[src/pkg/rsml_pkg.sv]
// Constants and types for the reset strap mode latch
package rsml_pkg;

  // Strap reset values (defaults: separate bus, little, normal)
  localparam logic RST_BUS_STYLE  = 1'h0;
  localparam logic RST_BYTE_ORDER = 1'h0;
  localparam logic RST_FLASH_LDR  = 1'h1;
  localparam logic [1:0] RST_WIDTH = 2'h3;

  // Width strap pattern that selects the on-chip modes
  localparam logic [1:0] WIDTH_ONCHIP = 2'h3;

  // Synchroniser depth for pin inputs
  localparam int SYNC_STAGES = 3;

  // Decoded operating mode
  typedef enum logic [1:0]
  {
    RSML_MODE_SINGLE_CHIP = 2'b00,
    RSML_MODE_SINGLE_BOOT = 2'b01,
    RSML_MODE_OTHER       = 2'b10
  } rsml_mode_t;

  // Capture sequencer states
  typedef enum logic [1:0]
  {
    RSML_ST_RESET  = 2'b00,
    RSML_ST_ARMED  = 2'b01,
    RSML_ST_LOCKED = 2'b10
  } rsml_state_t;

endpackage

[src/hdl/rsml_latch.sv]
// Reset strap mode latch: samples mode straps as reset releases
//
// What this block does
// - Bus-style strap high at reset rise selects multiplexed external bus.
// - Bus-style strap low at reset rise selects separate address/data bus.
// - Byte-order strap high at reset rise selects big-endian ordering.
// - Byte-order strap low at reset rise selects little-endian ordering.
// - Flash-loader strap low at reset rise enters single boot mode.
// - Flash-loader strap high at reset rise starts normal operation.
// - Width straps high: loader high is single chip, low single boot.
`timescale 1ns/1ps

module rsml_latch
  import rsml_pkg::*;
(
  input  wire logic       clk_sys,
  input  wire logic       nrst,
  input  wire logic       reset_pin_n,
  input  wire logic       bus_style_strap,
  input  wire logic       byte_order_strap,
  input  wire logic       flash_ldr_strap,
  input  wire logic [1:0] width_straps,
  output logic            bus_muxed,
  output logic            big_endian,
  output logic            single_boot,
  output logic            normal_start,
  output logic [1:0]      op_mode,
  output logic            mode_valid
);

  // All pins arrive asynchronously: five straps plus the reset pin
  localparam int NPIN = 6;

  logic [NPIN-1:0] pin_raw;
  logic [NPIN-1:0] sync1;
  logic [NPIN-1:0] sync2;
  logic [NPIN-1:0] sync3;
  logic [NPIN-1:0] pin_clean;
  logic [NPIN-1:0] next_pin_clean;
  // Next values of the synchroniser stages
  logic [NPIN-1:0] next_sync1;
  logic [NPIN-1:0] next_sync2;
  logic [NPIN-1:0] next_sync3;

  assign pin_raw = {reset_pin_n, width_straps, flash_ldr_strap,
                    byte_order_strap, bus_style_strap};

  // Shift the pins along the chain; stage 1 has no other reader
  always_comb
  begin
    next_sync1 = pin_raw;
    next_sync2 = sync1;
    next_sync3 = sync2;
  end

  // Three-stage synchroniser. The reset-pin bit starts at its idle high
  // level: a low start would fake a pin rise just after nrst and lock
  // whatever the straps show without any real reset pulse.
  always_ff @(posedge clk_sys)
  begin
    if (!nrst)
    begin
      sync1 <= {1'h1, RST_WIDTH, RST_FLASH_LDR, RST_BYTE_ORDER,
                RST_BUS_STYLE};
      sync2 <= {1'h1, RST_WIDTH, RST_FLASH_LDR, RST_BYTE_ORDER,
                RST_BUS_STYLE};
      sync3 <= {1'h1, RST_WIDTH, RST_FLASH_LDR, RST_BYTE_ORDER,
                RST_BUS_STYLE};
    end
    else
    begin
      sync1 <= next_sync1;
      sync2 <= next_sync2;
      sync3 <= next_sync3;
    end
  end

  // Accept a change per bit only once stages two and three agree
  genvar gi;
  generate
    for (gi = 0; gi < NPIN; gi++)
    begin : g_filt
      always_comb
      begin
        next_pin_clean[gi] = pin_clean[gi];
        if (sync2[gi] == sync3[gi])
          next_pin_clean[gi] = sync3[gi];
      end
    end
  endgenerate

  // Filtered pins, reset to their idle levels (reset pin high)
  always_ff @(posedge clk_sys)
  begin
    if (!nrst)
      pin_clean <= {1'h1, RST_WIDTH, RST_FLASH_LDR, RST_BYTE_ORDER,
                    RST_BUS_STYLE};
    else
      pin_clean <= next_pin_clean;
  end

  // Filtered strap view and held copy one cycle back, so that the values
  // present a clock before the reset rise are the ones taken; the board
  // keeps them steady across that window, so either copy is good.
  logic       rst_pin;
  logic       rst_pin_d;
  logic [4:0] strap_now;
  logic [4:0] strap_d;
  logic       rise;
  logic       next_rst_pin_d;
  logic [4:0] next_strap_d;

  assign rst_pin   = pin_clean[5];
  assign strap_now = pin_clean[4:0];
  assign rise      = rst_pin && !rst_pin_d;

  // One-cycle history of the filtered pins
  always_comb
  begin
    next_rst_pin_d = rst_pin;
    next_strap_d   = strap_now;
  end

  // History starts at the idle level too, so no edge is seen at start-up;
  // only a real low then high on the pin can arm and lock the straps
  always_ff @(posedge clk_sys)
  begin
    if (!nrst)
    begin
      rst_pin_d <= 1'h1;
      strap_d   <= {RST_WIDTH, RST_FLASH_LDR, RST_BYTE_ORDER, RST_BUS_STYLE};
    end
    else
    begin
      rst_pin_d <= next_rst_pin_d;
      strap_d   <= next_strap_d;
    end
  end

  // Capture sequencer: arm while reset pin is low, lock on its rise
  rsml_state_t state;
  rsml_state_t next_state;
  logic        next_bus_muxed;
  logic        next_big_endian;
  logic        next_single_boot;
  logic        next_normal_start;
  logic [1:0]  next_op_mode;
  logic        next_mode_valid;

  always_comb
  begin
    next_state        = state;
    next_bus_muxed    = bus_muxed;
    next_big_endian   = big_endian;
    next_single_boot  = single_boot;
    next_normal_start = normal_start;
    next_op_mode      = op_mode;
    next_mode_valid   = mode_valid;
    case (state)
      RSML_ST_RESET:
      begin
        // Never sample before a low level has been seen on the pin
        if (!rst_pin)
          next_state = RSML_ST_ARMED;
      end
      RSML_ST_ARMED:
      begin
        if (rise)
        begin
          next_state        = RSML_ST_LOCKED;
          next_bus_muxed    = strap_d[0];
          next_big_endian   = strap_d[1];
          next_single_boot  = !strap_d[2];
          next_normal_start = strap_d[2];
          next_mode_valid   = 1'h1;
          // Mode decode only when both width straps are high
          if (strap_d[4:3] != WIDTH_ONCHIP)
            next_op_mode = RSML_MODE_OTHER;
          else if (strap_d[2])
            next_op_mode = RSML_MODE_SINGLE_CHIP;
          else
            next_op_mode = RSML_MODE_SINGLE_BOOT;
        end
      end
      RSML_ST_LOCKED:
      begin
        // Straps ignored; only a new reset-pin low re-arms
        if (!rst_pin)
        begin
          next_state      = RSML_ST_ARMED;
          next_mode_valid = 1'h0;
        end
      end
      default:
        next_state = RSML_ST_RESET;
    endcase
  end

  // Held mode outputs, straight from flops
  always_ff @(posedge clk_sys)
  begin
    if (!nrst)
    begin
      state        <= RSML_ST_RESET;
      bus_muxed    <= RST_BUS_STYLE;
      big_endian   <= RST_BYTE_ORDER;
      single_boot  <= !RST_FLASH_LDR;
      normal_start <= RST_FLASH_LDR;
      op_mode      <= RSML_MODE_SINGLE_CHIP;
      mode_valid   <= 1'h0;
    end
    else
    begin
      state        <= next_state;
      bus_muxed    <= next_bus_muxed;
      big_endian   <= next_big_endian;
      single_boot  <= next_single_boot;
      normal_start <= next_normal_start;
      op_mode      <= next_op_mode;
      mode_valid   <= next_mode_valid;
    end
  end

endmodule

[config.mk]
export PLATFORM = sky130hd
export DESIGN_NAME = rsml_latch
export DESIGN_NICKNAME = d
export VERILOG_FILES = /design/src/pkg/rsml_pkg.sv /design/src/hdl/rsml_latch.sv
export SDC_FILE = /design/constraint.sdc
export NUM_CORES = 1
export LEC_CHECK = 0
export ABC_AREA = 1
export BUFFER_PORTS_ARGS = -buffer_cell sky130_fd_sc_hd__buf_2
export CAP_MARGIN = 5
export CORE_AREA = 2 2 51 53
export CTS_CLUSTER_DIAMETER = 100
export DETAILED_ROUTE_END_ITERATION = 10
export DIE_AREA = 0 0 53 55
export PLACE_DENSITY = 0.8
export SKIP_CTS_REPAIR_TIMING = 1
export SLEW_MARGIN = 20
export SYNTH_ARGS = -nofsm -noshare
export SYNTH_HDL_FRONTEND = slang
export SYNTH_SLANG_ARGS = --single-unit
export TNS_END_PERCENT = 20
[constraint.sdc]
create_clock -name clk_sys -period 1.2 [get_ports clk_sys]
set_input_delay 0.12 -clock clk_sys [delete_from_list [all_inputs] [get_ports clk_sys]]
set_output_delay 0.12 -clock clk_sys [all_outputs]
set_load 0.05 [all_outputs]
==> results by group <==
Power
  – Net Sw Frac: between 20 and 25%
  – Tot Pwr: 2.03 mW
  – Flop pwr share: 65.4%
  – Leak: 0.677 nW
  – Maximum VDD drop: roughly 1.0 mV
  – P_sw: 0.455 mW
  – Logic gate share of total power: 3.5%
  – Clock power frac: 31.1%
  – P_int: approximately 1.6 mW
  – P per Cell Area: 1420 nW/um^2

Yosys
  – Seq/Total Area, Yosys: a little under two thirds
  – Synth cell types: 18
  – Synth area leaders: dfxtp_1 63%, or2_2 7.1%, nand2_1 5.2%
  – Synthesis Warnings: 0
  – Post-Syn Instances: 130
  – Most common cell in the synthesized netlist: dfxtp_1
  – Flops & latches, synth: 39
  – Number of enable flip-flop cells after synthesis: 0
  – Yosys top cell by area: dfxtp_1
  – Top cells by count, synth: 39 x dfxtp_1, 17 x nand2_1, 14 x or2_2
  – Main flop type after synthesis: dfxtp_1
  – Mapped Area: 1230 sq um
  – Async S/R FF share, synth: 0%
  – Area share of the largest cell type after synthesis: 63.5%
  – Synth Net Count: around 140
  – Post-synthesis area per instance: between 9 and 10 sq um

Job
  – Max-cap violation count: 0

Die
  – DIE WIDTH: 53 microns
  – Die Ht: 55 microns
  – Row cnt: 18
  – Core footprint: 2360 sq um
  – Die ar.: ~3000 sq um
  – Initial Util: 52.0%
  – Num ports: 15

Worst setup path
  – Slowest stage delay, CP: 0.36 ns
  – Critical Path RT: 1.08 ns
  – Worst reg2reg path endpoint: op_mode[1]$_SDFFE_PN0P_
  – R2r worst-path depth: 5
  – WP data arrival: 0.97 ns
  – CP startpoint kind: register
  – Cell Chain, Critical Path: buf_2
  – Crit path buf inv count: 1
  – Crit Path Max Fanout: 2
  – Crit-path leading delay family: flip-flops
  – Worst Setup SP: normal_start$_SDFFE_PN1P_
  – Setup slack, reg-to-reg: 0.23 ns
  – Crit path kind: register to primary output
  – Worst r2r src: state[0]$_SDFFE_PN0P_
  – CP Depth: 1
  – CP endpoint: normal_start
  – Worst setup EP type: primary output
  – Slowest cell on crit path: dfxtp_1

Status
  – Status: finished, final reports clean

STA
  – Max Slew Vio Count: 0
  – Fin. Hold Viols: 0
  – Total negative setup slack: 0 ns
  – Worst Max-Slew Pin Slew: between 0.2 and 0.25 ns
  – FMAX: 917 MHz
  – Worst rel slew slack: 83.7%
  – Fin crit share: about nine tenths
  – Crit path time final: 1.09 ns
  – Final Skew: about 0.011 ns
  – WHS: 0.0818 ns
  – RSZ-0062 raised after global routing: false
  – Final setup vio count: 0

Routing
  – DRT antenna net count: 0
  – Vias after detailed routing: between 800 and 900
  – Final WL: 1900 microns
  – Initial DRC count: 4
  – Vias/cell: 4.67
  – 1st-pass router iterations: 4
  – Drt drc: 0
  – WL per Instance: 10.2 microns

Cells and area
  – Area Overhead vs Synth: 16.4%
  – Fraction of layout cells with a size suffix above 1: 28.8%
  – Final net count: 163
  – Finished Cell Area: 1430 sq um
  – Diode count: 0
  – Core Util, Final: about three fifths

Place
  – GP Congestion: 0.674
  – DP Area: approximately 1300 sq um
  – Number of port buffers: 14
  – Post-DP HPWL: 1240 microns

Clock tree
  – Clock sinks: 39
  – Root buffer cell: clkbuf_4
  – H-tree depth: 2
  – CTS Buf Count: 5
  – Worst skew pair latency: 0.35 ns
  – Clock slew at reported path FFs: approximately 0.12 ns
  – TritonCTS clock tree: yes
  – Max Buffers Root-to-Sink: 2

Global route
  – GR Overflow Total: 0
  – GRT Overall Usage: approximately 15%
  – Global-route wire length before repair: 2860 microns
  – Initial antenna violation count: 0
  – Met3 Use GR: 5.65%
  – Number of global-route vias before repair: 725
  – Met2 Track Usage GR: a little under a quarter
  – Met1 GRT Util: 15.0%
  – Pin count of the biggest net entering global routing: 19
  – GR peak layer: met2

Worst hold path
  – HP Class: input port to register
==> power groups by stage <==
stage | registers, mW | logic [mW] | clock network, mW
detailed placement | 1.36 | 0.0567 | 0
floorplan | 1.36 | 0.0430 | 0
CTS | 1.33 | 0.0569 | 0.657
finish | 1.33 | 0.0709 | 0.631
global placement | 1.36 | 0.0538 | 0
global route | 1.33 | 0.0791 | 0.715
==> how the worst min path moves through the flow <==
stage                                     to        startpoint  depth (start not counted)
finish              next_sync2[1]$_SDFF_PN0_              nrst                          3
CTS                 next_sync2[1]$_SDFF_PN0_  byte_order_strap                          3
detailed placement  next_sync2[1]$_SDFF_PN0_  byte_order_strap                          3
global route        next_sync3[0]$_SDFF_PN0_              nrst                          3
global placement    next_sync2[0]$_SDFF_PN0_   bus_style_strap                          3
floorplan           next_sync2[0]$_SDFF_PN0_   bus_style_strap                          2
==> state kept, by name (all words and copies together) (netlist names), 2 cells and up <==
| name | flops |
|---|---|
| next_sync2 | 6 |
| op_mode | 2 |
| next_sync3 | 6 |
| state | 2 |
| strap_d | 5 |
| sync3 | 6 |
| pin_clean | 6 |
==> layer usage <==
layer,part of all wire (%),vias up
li1,-,451
met1,43,390
met2,49,23
met3,6.0,5
met4,1.8,0
met5,0,-
==> final cells by class <==
type                            count  area (sq um)
Fill cell                         211           933
Sequential cell                    39           781
Multi-Input combinational cell     73           367
Timing Repair Buffer               21           138
Inverter                           15          56.3
Clock buffer                        5          37.5
Tap cell                           30          37.5
Clock inverter                      3          15.0
==> worst reg2reg max path, cell delays in order (launching register included) <==
cell and delay (ns):
dfxtp_1 0.37, inv_1 0.08, nor2_2 0.13, nand2_2 0.12, o21ai_1 0.14, nor2_1 0.05
==> cells by family (layout without fill, tap and decap cells) <==
kind of cell / count (synthesis) / after routing / share of synthesized area, %
AND/OR/NAND/NOR: 54 / 54 / 21.4
flip-flops: 39 / 39 / 63.5
AO/OA/AOI/OAI: 19 / 19 / 8.44
buffers and inverters: 18 / 44 / 6.71
==> cell usage in the layout (no fill, tap or decap), drive strengths merged <==
cell	netlist	final
buf	3	15
o21bai	2	2
a21oi	9	9
dlygate4sd3	0	6
o21ai	8	8
nor2	16	16
dfxtp	39	39
clkbuf	0	5
clkinv	0	3
inv	15	15
nand3	4	4
nand2	19	19
or2	15	15
==> per-stage QoR <==
stage / setup slack [ns] / std cells
after floorplan: 0.271 / 130
after global placement: 0.289 / 172
after detailed placement: 0.238 / 172
after CTS: 0.0937 / 180
after global routing: 0.0622 / 186
final: 0.110 / 186
Note: power is estimated with default switching activity, not from simulation.
